`config.mk`:
```
export PLATFORM = sky130hd
export DESIGN_NAME = msirq_flags
export DESIGN_NICKNAME = d
export VERILOG_FILES = /design/src/msirq_pkg.sv /design/src/msirq_flags.sv
export SDC_FILE = /design/constraint.sdc
export NUM_CORES = 1
export LEC_CHECK = 0
export ABC_AREA = 1
export BUFFER_PORTS_ARGS = -buffer_cell sky130_fd_sc_hd__buf_2
export CELL_PAD_IN_SITES_DETAIL_PLACEMENT = 2
export CELL_PAD_IN_SITES_GLOBAL_PLACEMENT = 2
export CORE_ASPECT_RATIO = 0.8
export CORE_MARGIN = 2
export CORE_UTILIZATION = 29
export CTS_BUF_LIST = sky130_fd_sc_hd__clkbuf_16
export DETAILED_ROUTE_END_ITERATION = 16
export PLACE_DENSITY_LB_ADDON = 0.2
export SLEW_MARGIN = 0
export SYNTH_ARGS = -nofsm -noshare
export SYNTH_HDL_FRONTEND = slang
export SYNTH_SLANG_ARGS = --single-unit
```
`constraint.sdc`:
```
create_clock -name pclk -period 1.18 [get_ports pclk]
set_input_delay 0.118 -clock pclk [delete_from_list [all_inputs] [get_ports pclk]]
set_output_delay 0.118 -clock pclk [all_outputs]
set_load 0.1 [all_outputs]
```
`src/msirq_pkg.sv`:
```
`default_nettype none
package msirq_pkg;
	// ========================================================
	// register indices (byte address is four times the index)
	localparam logic [7:0] IDX_INT_EN = 8'h06;
	localparam logic [7:0] IDX_MOTION_CTRL = 8'h09;
	localparam logic [7:0] IDX_LIVE = 8'h13;
	localparam logic [7:0] IDX_PENDING = 8'h14;
	localparam logic [7:0] IDX_FIFO_IRQ_EN = 8'h2E;
	localparam logic [7:0] IDX_COMM_CTRL = 8'h31;
	localparam logic [7:0] IDX_IRQ_EVENTS = 8'h40;
	localparam logic [7:0] IDX_IRQ_MASK = 8'h41;
	localparam logic [1:0] BYTE_LANE_ZERO = 2'h0;

	// ========================================================
	// reset values
	localparam logic [7:0] RST_BYTE = 8'h00;
	localparam logic [2:0] RST_FIFO_EN = 3'h0;
	localparam logic [31:0] RST_WORD = 32'h0000_0000;

	// ========================================================
	// flag layout shared by live, pending, event and mask registers
	localparam int POS_FIFO = 5;
	localparam int POS_RESV = 6;
	localparam int POS_NEW = 7;
	localparam logic [7:0] FLAG_MASK = 8'hBF;
	localparam logic [7:0] ALL_ONES = 8'hFF;

	// motion control enable positions
	localparam int MC_TILT = 0;
	localparam int MC_FLIP = 0;
	localparam int MC_MOVE = 2;
	localparam int MC_SHAKE = 3;
	localparam int MC_TILT35 = 4;

	// communications control
	localparam int CC_SEL_CLR = 0;

	// ========================================================
	// carriers: detector conditions and queue flags
	typedef struct packed {
		logic tilt35;
		logic shake;
		logic movement;
		logic flip;
		logic tilt;
	} msirq_motion_t;

	typedef struct packed {
		logic queue_level_reached;
		logic full;
		logic empty;
	} msirq_fifo_t;
endpackage : msirq_pkg
`default_nettype wire
```
`src/msirq_flags.sv`:
```
// The APB register port was decided locally.
`timescale 1ns/1ps
`default_nettype none
module msirq_flags #(
	parameter int ADDR_W = 12
) (
	// clock and reset
	input wire logic pclk,
	input wire logic presetn,
	// apb slave
	input wire logic psel,
	input wire logic penable,
	input wire logic pwrite,
	input wire logic [ADDR_W-1:0] paddr,
	input wire logic [31:0] pwdata,
	input wire logic [3:0] pstrb,
	output logic [31:0] prdata,
	output logic pready,
	output logic pslverr,
	// detector and sampler side, same clock
	input wire msirq_pkg::msirq_motion_t det_i,
	input wire msirq_pkg::msirq_fifo_t fifo_i,
	input wire logic sample_written_i,
	input wire logic active_mode_i,
	// interrupt
	output logic irq_o
);
	import msirq_pkg::*;

	// ========================================================
	// elaboration check
	if (ADDR_W < 10)
	begin : g_bad_addr
		$error("ADDR_W too small for the register map");
	end

	// ========================================================
	// helpers
	function automatic logic reg_hit(input logic [ADDR_W-1:0] a,
		input logic [7:0] idx);
		reg_hit = (a == ADDR_W'({idx, BYTE_LANE_ZERO}));
	endfunction : reg_hit

	function automatic msirq_motion_t gate_motion(input msirq_motion_t d,
		input logic [7:0] mc);
		gate_motion.tilt = d.tilt & mc[MC_TILT];
		gate_motion.flip = d.flip & mc[MC_FLIP];
		gate_motion.movement = d.movement & mc[MC_MOVE];
		gate_motion.shake = d.shake & mc[MC_SHAKE];
		gate_motion.tilt35 = d.tilt35 & mc[MC_TILT35];
	endfunction : gate_motion

	// ========================================================
	// declarations
	logic [7:0] int_en_ff;
	logic [7:0] motion_ctrl_ff;
	logic [2:0] fifo_irq_en_ff;
	logic sel_clr_ff;
	logic [7:0] irq_mask_ff;
	logic [7:0] irq_evt_ff;
	logic [7:0] nxt_irq_evt;
	logic [7:0] pend_ff;
	logic [7:0] nxt_pend;
	logic new_sample_ff;
	logic nxt_new_sample;
	logic [4:0] motion_prev_ff;
	logic fifo_prev_ff;
	logic [31:0] prdata_ff;
	logic pslverr_ff;
	logic setup;
	logic access;
	logic wr_acc;
	logic mapped;
	msirq_motion_t live_motion;
	logic [7:0] live_val;
	logic [7:0] rd_val;
	logic [4:0] motion_src;
	logic [4:0] motion_rise;
	logic fifo_src;
	logic fifo_rise;
	logic acq_set;
	logic [7:0] pend_set;
	logic [7:0] clr_mask;
	logic live_rd;
	logic evt_rd;
	logic pend_wr;
	logic sample_ok;

	// ========================================================
	// apb phases; zero wait states so pready is always high
	assign setup = psel & ~penable;
	assign access = psel & penable;
	assign wr_acc = access & pwrite & pstrb[0];
	assign pready = 1'b1;
	assign prdata = prdata_ff;
	assign pslverr = pslverr_ff;

	// decoder for the whole map
	assign mapped = reg_hit(paddr, IDX_INT_EN)
		| reg_hit(paddr, IDX_MOTION_CTRL)
		| reg_hit(paddr, IDX_LIVE)
		| reg_hit(paddr, IDX_PENDING)
		| reg_hit(paddr, IDX_FIFO_IRQ_EN)
		| reg_hit(paddr, IDX_COMM_CTRL)
		| reg_hit(paddr, IDX_IRQ_EVENTS)
		| reg_hit(paddr, IDX_IRQ_MASK);

	// read side effects fire only at the completing access edge
	assign live_rd = access & ~pwrite & reg_hit(paddr, IDX_LIVE);
	assign evt_rd = access & ~pwrite & reg_hit(paddr, IDX_IRQ_EVENTS);
	assign pend_wr = wr_acc & reg_hit(paddr, IDX_PENDING);

	// ========================================================
	// live flags: motion bits are straight gated detector levels
	assign live_motion = gate_motion(det_i, motion_ctrl_ff);
	assign live_val = {new_sample_ff, 1'b0, |fifo_i, live_motion};

	// ========================================================
	// pending sources; motion and queue use edges so that a clear is not undone by a held level, sample uses the pulse itself
	assign motion_src = live_motion & int_en_ff[4:0];
	assign motion_rise = motion_src & ~motion_prev_ff;
	assign fifo_src = int_en_ff[POS_FIFO]
		& (|(fifo_i & fifo_irq_en_ff));
	assign fifo_rise = fifo_src & ~fifo_prev_ff;
	assign sample_ok = sample_written_i & active_mode_i;
	assign acq_set = sample_ok & int_en_ff[POS_NEW];
	assign pend_set = {acq_set, 1'b0, fifo_rise, motion_rise};

	// clear all by default, or only the written ones in selective mode
	assign clr_mask = sel_clr_ff ? pwdata[7:0] : ALL_ONES;

	// set wins over a clear in the same cycle
	assign nxt_pend = ((pend_ff & ~(pend_wr ? clr_mask : RST_BYTE))
		| pend_set) & FLAG_MASK;

	// new sample: cleared by a live read, set wins, dead outside active
	assign nxt_new_sample = active_mode_i
		& ((new_sample_ff & ~live_rd) | sample_written_i);

	// events: a pending bit newly raised; read clears, set wins
	assign nxt_irq_evt = (irq_evt_ff & ~(evt_rd ? ALL_ONES : RST_BYTE))
		| pend_set;
	assign irq_o = |(irq_evt_ff & irq_mask_ff);

	// ========================================================
	// read mux, evaluated during the setup cycle
	always_comb
	begin
		rd_val = RST_BYTE;
		if (reg_hit(paddr, IDX_INT_EN))
			rd_val = int_en_ff;
		else if (reg_hit(paddr, IDX_MOTION_CTRL))
			rd_val = motion_ctrl_ff;
		else if (reg_hit(paddr, IDX_LIVE))
			rd_val = live_val;
		else if (reg_hit(paddr, IDX_PENDING))
			rd_val = pend_ff;
		else if (reg_hit(paddr, IDX_FIFO_IRQ_EN))
			rd_val = {5'h00, fifo_irq_en_ff};
		else if (reg_hit(paddr, IDX_COMM_CTRL))
			rd_val = {7'h00, sel_clr_ff};
		else if (reg_hit(paddr, IDX_IRQ_EVENTS))
			rd_val = irq_evt_ff;
		else if (reg_hit(paddr, IDX_IRQ_MASK))
			rd_val = irq_mask_ff;
	end

	// ========================================================
	// read data and error latched at setup, held through access
	always_ff @(posedge pclk or negedge presetn)
	begin
		if (!presetn)
		begin
			prdata_ff <= RST_WORD;
			pslverr_ff <= 1'b0;
		end
		else if (setup)
		begin
			prdata_ff <= {24'h00_0000, rd_val};
			pslverr_ff <= ~mapped;
		end
	end

	// ========================================================
	// software control registers
	always_ff @(posedge pclk or negedge presetn)
	begin
		if (!presetn)
		begin
			int_en_ff <= RST_BYTE;
			motion_ctrl_ff <= RST_BYTE;
			fifo_irq_en_ff <= RST_FIFO_EN;
			sel_clr_ff <= 1'b0;
			irq_mask_ff <= RST_BYTE;
		end
		else if (wr_acc)
		begin
			if (reg_hit(paddr, IDX_INT_EN))
				int_en_ff <= pwdata[7:0] & FLAG_MASK;
			if (reg_hit(paddr, IDX_MOTION_CTRL))
				motion_ctrl_ff <= pwdata[7:0];
			if (reg_hit(paddr, IDX_FIFO_IRQ_EN))
				fifo_irq_en_ff <= pwdata[2:0];
			if (reg_hit(paddr, IDX_COMM_CTRL))
				sel_clr_ff <= pwdata[CC_SEL_CLR];
			if (reg_hit(paddr, IDX_IRQ_MASK))
				irq_mask_ff <= pwdata[7:0] & FLAG_MASK;
		end
	end

	// ========================================================
	// flag state
	always_ff @(posedge pclk or negedge presetn)
	begin
		if (!presetn)
		begin
			pend_ff <= RST_BYTE;
			new_sample_ff <= 1'b0;
			irq_evt_ff <= RST_BYTE;
		end
		else
		begin
			pend_ff <= nxt_pend;
			new_sample_ff <= nxt_new_sample;
			irq_evt_ff <= nxt_irq_evt;
		end
	end

	// edge history of the enabled sources
	always_ff @(posedge pclk or negedge presetn)
	begin
		if (!presetn)
		begin
			motion_prev_ff <= 5'h00;
			fifo_prev_ff <= 1'b0;
		end
		else
		begin
			motion_prev_ff <= motion_src;
			fifo_prev_ff <= fifo_src;
		end
	end
endmodule : msirq_flags
`default_nettype wire

```
==> results of run 1 <==
repair_timing:
action	CTS	global route
setup buffers	2	11
resized for setup	10	80
hold buffers	1	0
pin swaps	1	21
cloned	0	3
endpoints found under the hold margin	10	0
setup endpoints to repair	8	39
cells in the mapped netlist (all sizes together):
| library cell | count | share of area, % |
|---|---|---|
| nand2 | 122 | 15 |
| nor2 | 60 | 8.2 |
| dfrtp | 57 | 43 |
| inv | 50 | 5.7 |
| o21ai | 40 | 8.4 |
| buf | 29 | 7.0 |
| nand3 | 28 | 4.6 |
| nand4 | 12 | 2.7 |
| nor3 | 7 | 1.5 |
| a21oi | 5 | 0.87 |
| or2 | 3 | 0.57 |
| conb | 2 | 0.23 |
| nand3b | 2 | 0.46 |
| o31ai | 2 | 0.46 |
| a211oi | 1 | 0.23 |
| a221oi | 1 | 0.27 |
| a22o | 1 | 0.27 |
| and3 | 1 | 0.19 |
| clkinv | 1 | 0.15 |
| nor4 | 1 | 0.19 |
layout by cell type, fill, tap and decap left out, drive strengths merged, types with 3 or more instances in the layout:
cell type  instances
nand4             12
nand3             28
clkbuf            10
conb              25
dfrtp             57
buf              122
a21oi              5
or2                3
inv               52
nor2              60
nor3               7
o21ai             40
nand2            123
clkinv             4
sequential cells by signal (all words and copies together) (netlist names), 3 cells and up:
name,cells
prdata,8
motion_ctrl_ff,8
irq_mask_ff,7
motion_prev_ff,5
int_en_ff,7
pend_ff,7
irq_evt_ff,8
fifo_irq_en_ff,3
cells by family after synthesis:
family | count (synthesis)
buf+inv | 80
flops | 57
compound gates | 50
simple gates | 236
other cells | 2
metrics by stage:
stage,cell area (sq um),hold WS [ps]
after detailed placement,4270,60.4
after global placement,4270,54.7
after global routing,5010,52.2
after CTS,4610,12.9
after floorplan,3390,-178
final,5010,26.2
where the power goes:
group	internal, mW	leakage, nW	switching [mW]
sequential	1.99	0.773	0.0304
clock	1.59	0.147	0.909
combinational	0.264	1.59	0.821
final timing paths:
check | endpoint | slack (ps) | depth (start not counted)
worst max-delay path | irq_o | -550 | 4
worst min-delay path | new_sample_ff$_DFF_PN0_ | 30 | 3
worst max register to register | prdata[7]$_DFFE_PN0P_ | -80 | 7
worst min register to register | int_en_ff[1]$_DFFE_PN0P_ | 500 | 2
max in group asynchronous | pend_ff[1]$_DFF_PN0_ | 400 | 3
min in group asynchronous | motion_prev_ff[1]$_DFF_PN0_ | 260 | 2
metal layers:
metal  part of all wire [%]  wire length, um  global-route usage [%]  vias to the layer above
met4                    2.0              330                    6.99                        0
met3                    5.0              812                    4.76                       28
met1                     44             7110                    32.1                     1776
li1                       -                -                       -                     1582
met5                      0                0                       0                        -
met2                     49             7870                    38.6                      121
critical path, delay by kind of cell, from the launching register on:
kind / cells / cell delay (ps)
buf+inv: 1 / 240
simple gates: 1 / 220
flops: 1 / 380
compound gates: 2 / 440
area by class of cell:
class                   instances  area [sq um]
fillers                      1195          5960
multi-input cells             312          1790
flip-flops and latches         57          1430
repair buffers                124          1120
clock buffers                   9           225
inverters                      51           200
well taps                     144           180
clock inverters                 7          55.1
repair inverters                1          7.51
==> reports/qor.csv, run 1 <==
metric,value,unit
fp.dieW,123,um
fin_total_pwr,5.60,mW
via_per_inst,4.97,
hp-start,sample_written_i,
final_cells,705,
place_ws,-441,ps
gp_congestion,0.892,
worst-path-max-fanout,2,
root_buffer,clkbuf_16,
cts_buffers,9,
ys_seq_area_share,43.3,%
period_needed,1730,ps
fmax,578,MHz
grt_start_max_net_pins,30,
power.density,1120,nW/um^2
synth_top_family_by_area,simple AND/OR/NAND/NOR gates,
outcome,"finished, violations left",
io_buffer_count,45,
vdd_ir_drop_max,0.641,mV
grt_first_pass_wirelength,21500,um
wl_per_cell,22.9,um
finalNetCount,619,
clk_pin_slew,50,ps
grt_use_total,23.8,%
syn_area,3290,sq um
path_cells,a22o_1 > a221oi_2 > nand4_1 > buf_8,
synth-xor-area-share,0,%
vias,3507,
place_inst,673,
diodes,0,
final_util,45.7,%
die-area,12200,sq um
wl,16100,um
violations,setup timing,
antenna_found_initial,0,
ctsLongestPathBuffers,2,
yosys_register_bits,57,
rsz0062_at_grt,yes,
drv_slew,0,
synth-compound-area-share,10.4,%
final-hold-violation-count,0,
grt_overflow,0,
post-route-period-util,147,%
criticalPathCategory,reg2out,
synth_area_per_cell,7.75,sq um
required,1060,ps
arrival,1610,ps
drt-initial-drc-count,171,
hpwl,10200,um
netlist_instances,425,
ios,98,
core-area,11000,sq um
yosysWarnings,0,
rr_startpoint,irq_evt_ff[7]$_DFF_PN0_,
worst_slack,-550,ps
rows,34,
syn_to_final_growth,52.2,%
critPathLaunchType,flip-flop,
crit_start,irq_evt_ff[3]$_DFF_PN0_,
drtAntennaViolNets,0,
leakage,2.51,nW
crit_slowest_cell,dfrtp_1,
first_global_vias,3774,
synthSimpleGateAreaFrac,33.2,%
drive_above_1_share,42.2,%
critPathCaptureType,primary output,
synthMuxAreaShare,0,%
tns,-1130,ps
fp.dieH,99.3,um
cap_violations,0,
fin_worst_skew,3.04,ps
synth_cell_types,32,
setup_viol,17,
clk_latency,330,ps
cts_tree,done,
cpPeakStageDelay,380,ps
drc_errors,0,
synthAdderAreaFrac,0,%
cts_max_level,3,
drt_pass1_iterations,4,
initial_core_util,30.0,%
min-delay-path-class,in2reg,
clock-sinks,57,
(Power assumes the default switching activity.)
==> inputs of run 2 (changes only) <==
--- a/config.mk
+++ b/config.mk
@@ -14,7 +14,7 @@
 export CORE_UTILIZATION = 29
 export CTS_BUF_LIST = sky130_fd_sc_hd__clkbuf_16
 export DETAILED_ROUTE_END_ITERATION = 16
-export PLACE_DENSITY_LB_ADDON = 0.2
+export PLACE_DENSITY_LB_ADDON = 0.1
 export SLEW_MARGIN = 0
 export SYNTH_ARGS = -nofsm -noshare
 export SYNTH_HDL_FRONTEND = slang
==> run 2 against run 1 <==
The run still ends with setup timing left; combinational power fell by 6%; critical endpoint unchanged; worst hold slack got worse by 14 ps; register-to-register slack improved by 100 ps; worst setup slack better by 66 ps; die area stayed put; largest cell class unchanged; fmax up 4.0%; clock-buffer cell count is the same; utilization decreased by 2.4 points; largest power group unchanged; sequential share of layout area is 1.6 points higher; critical path depth unchanged.
==> reports/qor.csv, run 2 (synthesized netlist as in run 1, its figures left out) <==
metric,value,unit,change
outcome,"finished, violations left",,unchanged
violations,setup timing,,unchanged
endpoint,irq_o,,unchanged
ios,98,,unchanged
die-area,12200,sq um,unchanged
mostFrequentLayoutCell,nand2_1,,unchanged
clk_latency,330,ps,about the same
first_global_vias,3630,,"was 3,774"
fin_worst_skew,6.99,ps,was 3.04 ps
cts_buffers,9,,unchanged
crit_start,irq_evt_ff[3]$_DFF_PN0_,,unchanged
wl_per_cell,18.5,um,was 22.9 um
power.density,1270,nW/um^2,was 1120 nW/um^2
via_per_inst,4.71,,was 4.97
drt_pass1_iterations,4,,unchanged
worst_slack,-484,ps,was -550 ps
final-hold-violation-count,0,,unchanged
multi_input_area,1680,sq um,was 1790 sq um
initial_core_util,30.0,%,unchanged
antenna_found_initial,0,,unchanged
drive_above_1_share,38.8,%,was 42.2%
cts_tree,done,,unchanged
arrival,1550,ps,was 1610 ps
critPathLaunchType,flip-flop,,unchanged
fp.dieH,99.3,um,unchanged
cap_violations,0,,unchanged
hp-start,sample_written_i,,unchanged
required,1060,ps,about the same
fmax,601,MHz,was 578 MHz
hpwl,9960,um,"was 10,200 um"
wl,12800,um,"was 16,100 um"
drv_slew,0,,unchanged
vias,3254,,"was 3,507"
layout_common_cells,"107 x nand2_1, 60 x buf_4, 51 x dfrtp_1",,"was 100 x nand2_1, 60 x buf_4, 51 x dfrtp_1"
num-fill-cells,1270,,"was 1,195"
stdcell_area,4750,sq um,was 5010 sq um
io_buffer_count,45,,unchanged
rows,34,,unchanged
period_needed,1660,ps,was 1730 ps
cts_max_level,3,,unchanged
drt-initial-drc-count,134,,was 171
tns,-484,ps,was -1130 ps
rsz0062_at_grt,yes,,unchanged
clock-sinks,57,,unchanged
regArea,1430,sq um,unchanged
min-delay-path-class,in2reg,,unchanged
grt_use_total,22.6,%,was 23.8%
gp_congestion,0.864,,was 0.892
rr_startpoint,irq_evt_ff[5]$_DFF_PN0_,,was irq_evt_ff[7]$_DFF_PN0_
regToRegEndpoint,prdata[5]$_DFFE_PN0P_,,was prdata[7]$_DFFE_PN0P_
final_util,43.3,%,was 45.7%
clk_pin_slew,60,ps,was 50 ps
grt_first_pass_wirelength,20300,um,"was 21,500 um"
reg2reg_slack,20,ps,was -80 ps
diodes,0,,unchanged
drtAntennaViolNets,0,,unchanged
placed_area,4230,sq um,was 4270 sq um
setup_viol,1,,was 17
vdd_ir_drop_max,0.571,mV,was 0.641 mV
rr_worst_depth,7,,unchanged
post-route-period-util,141,%,was 147%
syn_to_final_growth,44.2,%,was 52.2%
drc_errors,0,,unchanged
grt_start_max_net_pins,39,,was 30
root_buffer,clkbuf_16,,unchanged
core-area,11000,sq um,unchanged
finalNetCount,606,,was 619
critPathCaptureType,primary output,,unchanged
grt_overflow,0,,unchanged
criticalPathCategory,reg2out,,unchanged
ctsLongestPathBuffers,2,,unchanged
worst-path-max-fanout,2,,unchanged
fp.dieW,123,um,unchanged
leakage,2.43,nW,was 2.51 nW
run 2: worst min-delay path by stage:
stage,to,slack [ps],depth (start not counted)
after global routing,motion_ctrl_ff[6]$_DFFE_PN0P_,40,3
after floorplan,fifo_irq_en_ff[0]$_DFFE_PN0P_,-180,0
after detailed placement,prdata[5]$_DFFE_PN0P_,30,1
after global placement,prdata[5]$_DFFE_PN0P_,30,1
final,new_sample_ff$_DFF_PN0_,10,3
after CTS,new_sample_ff$_DFF_PN0_,10,3
run 2: timing repair:
item	4_1_cts	5_1_grt
setup buffers	1	1
hold buffers	1	0
endpoints found under the hold margin	9	0
pin swaps	4	7
setup endpoints to repair	6	28
gates resized for setup	16	35
run 2: final cells by class:
| cell class | instances | share of cell area [%] |
|---|---|---|
| inverters | 51 | 4.14 |
| multi-input cells | 311 | 35.4 |
| well taps | 144 | 3.79 |
| flip-flops and latches | 57 | 30.2 |
| clock buffers | 9 | 4.74 |
| repair buffers | 113 | 19.4 |
| clock inverters | 6 | 2.27 |
run 2: routing by layer:
metal  vias up  global-route usage, %  wire length (um)
met5         -                      0                 0
met1      1631                   31.3              6180
met3        11                   4.70               598
met4         0                   5.77               112
li1       1540                      -                 -
met2        72                   35.9              5880
run 2: stage by stage:
step,setup slack [ps],hold slack (ps),total power [mW],cells
5_1_grt,-538,39.8,6.23,691
6_report,-484,12.0,6.03,691
2_1_floorplan,-627,-178,2.73,448
3_5_place_dp,-341,32.6,3.03,674
3_3_place_gp,-321,31.7,3.02,674
4_1_cts,-475,9.61,6.06,690
run 2: power breakdown:
group | internal (mW) | total, mW | leakage [nW] | switching [mW]
Clock | 2.04 | 3.01 | 0.163 | 0.964
Sequential | 1.98 | 2.01 | 0.773 | 0.0287
Combinational | 0.242 | 1.02 | 1.49 | 0.773
Total | 4.27 | 6.03 | 2.43 | 1.77
run 2: worst max-delay path, stage by stage, from the launching register on:
cell and delay (ps):
dfrtp_1 380, a22o_1 270, a221oi_2 170, nand4_1 160
buf_6 220
==> inputs of run 3 (changes only) <==
--- a/config.mk
+++ b/config.mk
@@ -11,10 +11,10 @@
 export CELL_PAD_IN_SITES_GLOBAL_PLACEMENT = 2
 export CORE_ASPECT_RATIO = 0.8
 export CORE_MARGIN = 2
-export CORE_UTILIZATION = 29
+export CORE_UTILIZATION = 26
 export CTS_BUF_LIST = sky130_fd_sc_hd__clkbuf_16
 export DETAILED_ROUTE_END_ITERATION = 16
-export PLACE_DENSITY_LB_ADDON = 0.1
+export PLACE_DENSITY = 0.78
 export SLEW_MARGIN = 0
 export SYNTH_ARGS = -nofsm -noshare
 export SYNTH_HDL_FRONTEND = slang
==> constraint.sdc (replaced) <==
create_clock -name pclk -period 1.33 [get_ports pclk]
set_input_delay 0.133 -clock pclk [delete_from_list [all_inputs] [get_ports pclk]]
set_output_delay 0.133 -clock pclk [all_outputs]
set_load 0.1 [all_outputs]
==> run 3 against run 2 <==
The flow still finishes with violations (setup timing); combinational power decreased by 20%; register-to-register slack gained 70 ps; cell area is 7.7% lower; critical path type unchanged.
==> reports/qor.csv, run 3 (synthesized netlist as in run 1, its figures left out) <==
metric,value,unit,change
outcome,"finished, violations left",,unchanged
violations,setup timing,,unchanged
antenna_found_initial,0,,unchanged
layout_common_cells,"112 x nand2_1, 55 x dfrtp_1, 51 x buf_4",,"was 107 x nand2_1, 60 x buf_4, 51 x dfrtp_1"
intPower,3.34,mW,was 4.27 mW
rr_worst_depth,7,,unchanged
final_util,35.8,%,was 43.3%
final-hold-violation-count,0,,unchanged
cts_tree,done,,unchanged
hpwl,9740,um,was 9960 um
arrival,1590,ps,was 1550 ps
vias,3203,,"was 3,254"
fmax,579,MHz,
grt_use_total,19.4,%,was 22.6%
rr_startpoint,irq_evt_ff[5]$_DFF_PN0_,,unchanged
tns,-397,ps,was -484 ps
reg2reg_slack,90,ps,was 20 ps
first_global_vias,3599,,"was 3,630"
rsz0062_at_grt,yes,,unchanged
io_buffer_count,45,,unchanged
worst-path-max-fanout,2,,unchanged
drtAntennaViolNets,0,,unchanged
diodes,0,,unchanged
grt.met1_usage,25.9,%,was 31.3%
grt_util_met2,31.4,%,was 35.9%
clock-sinks,57,,unchanged
grt_first_pass_wirelength,19900,um,"was 20,300 um"
place_ws,-227,ps,was -341 ps
pwr-share-seq,36.2,%,was 33.4%
place_inst,688,,was 674
drt_pass1_iterations,4,,unchanged
rows,36,,was 34
cap_violations,0,,unchanged
top_usage_layer,met2,,unchanged
post-route-period-util,130,%,
vdd_ir_drop_max,0.571,mV,about the same
criticalPathCategory,reg2out,,unchanged
die-area,13600,sq um,"was 12,200 sq um"
clk_pin_slew,50,ps,was 60 ps
cts_max_level,3,,unchanged
grt_overflow,0,,unchanged
period_needed,1730,ps,
mostFrequentLayoutCell,nand2_1,,unchanged
drive_above_1_share,32.9,%,was 38.8%
fp.dieW,130,um,was 123 um
power.density,1120,nW/um^2,was 1270 nW/um^2
setup_viol,1,,unchanged
fin_total_pwr,4.90,mW,was 6.03 mW
netSwitchingPower,1.55,mW,was 1.77 mW
ios,98,,unchanged
root_buffer,clkbuf_16,,unchanged
min-delay-path-class,in2reg,,unchanged
via_per_inst,4.54,,was 4.71
clk_latency,330,ps,about the same
syn_to_final_growth,33.0,%,was 44.2%
initial_core_util,26.9,%,was 30.0%
drc_errors,0,,unchanged
power_frac_comb,16.6,%,was 16.8%
power_frac_clock,47.2,%,was 49.8%
grt_start_max_net_pins,58,,was 39
ctsLongestPathBuffers,2,,unchanged
regToRegEndpoint,prdata[5]$_DFFE_PN0P_,,unchanged
hold_depth,3,,unchanged
wl_per_cell,17.7,um,was 18.5 um
met3_usage,4.35,%,was 4.70%
core-area,12300,sq um,"was 11,000 sq um"
fp.dieH,105,um,was 99.3 um
leakage,2.27,nW,was 2.43 nW
finalNetCount,593,,was 606
fin_worst_skew,7.44,ps,was 6.99 ps
drv_slew,0,,unchanged
worst_slack,-397,ps,was -484 ps
drt-initial-drc-count,124,,was 134
critPathCaptureType,primary output,,unchanged
required,1200,ps,was 1060 ps
gp_congestion,0.838,,was 0.864
cts_buffers,9,,unchanged
critPathLaunchType,flip-flop,,unchanged
wl,12500,um,"was 12,800 um"
hold-path-endpoint,new_sample_ff$_DFF_PN0_,,unchanged
switching_share,31.7,%,was 29.3%
hp-start,sample_written_i,,unchanged
final_cells,706,,was 691
run 3: changes by cell type in the layout (fill, tap and decap cells not counted), moves of 5 or more:
cell / previous run / this run
nor2_1: 40 / 48
nand2_1: 107 / 112
buf_4: 60 / 51
buf_12: 11 / 3
buf_2: 35 / 44
buf_6: 6 / 1
run 3: routing by layer:
metal,up-vias,wire (um)
met1,1602,5700
met2,70,6040
met5,-,0
li1,1516,-
met3,15,577
met4,0,202
run 3: area by class of cell:
cell class,instances,area (sq um)
repair buffers,100,684
multi-input cells,311,1570
inverters,51,193
well taps,171,214
flip-flops and latches,57,1430
fillers,1422,7870
clock buffers,9,225
clock inverters,7,71.3
run 3: repair_timing:
item / CTS / global route
hold buffers: 1 / 0
pin swaps: 1 / 2
resized for setup: 2 / 9
hold endpoints to repair: 57 / 0
buffers inserted: 0 / 1
endpoints found under the setup margin: 1 / 3
run 3: how the worst max path moves through the flow:
stage,startpoint,end,slack [ps],cells after the start
after floorplan,irq_evt_ff[3]$_DFF_PN0_,irq_o,-490,3
after global placement,paddr[4],prdata[2]$_DFFE_PN0P_,-160,11
after detailed placement,paddr[9],prdata[2]$_DFFE_PN0P_,-230,10
after CTS,irq_evt_ff[3]$_DFF_PN0_,irq_o,-430,4
after global routing,irq_evt_ff[3]$_DFF_PN0_,irq_o,-500,4
final,irq_evt_ff[3]$_DFF_PN0_,irq_o,-400,4
run 3: worst max-delay path, cell delays in order (launching register included):
cell and delay [ps]:
dfrtp_1 390, a22o_1 250, a221oi_2 220, nand4_1 180, buf_6 230
run 3: through the flow:
step                      hold slack, ps  area, sq um
after floorplan                     -163         3390
after global placement               160         4040
after detailed placement             169         4040
after CTS                           24.3         4350
after global routing                44.9         4380
final                               33.2         4380
run 3: power groups by stage:
stage | combinational (mW) | clock [mW] | sequential, mW
6_report | 0.813 | 2.31 | 1.77
5_1_grt | 0.858 | 2.44 | 1.77
4_1_cts | 0.812 | 2.36 | 1.77
3_5_place_dp | 0.806 | 0 | 1.80
3_3_place_gp | 0.786 | 0 | 1.80
2_1_floorplan | 0.483 | 0 | 1.94
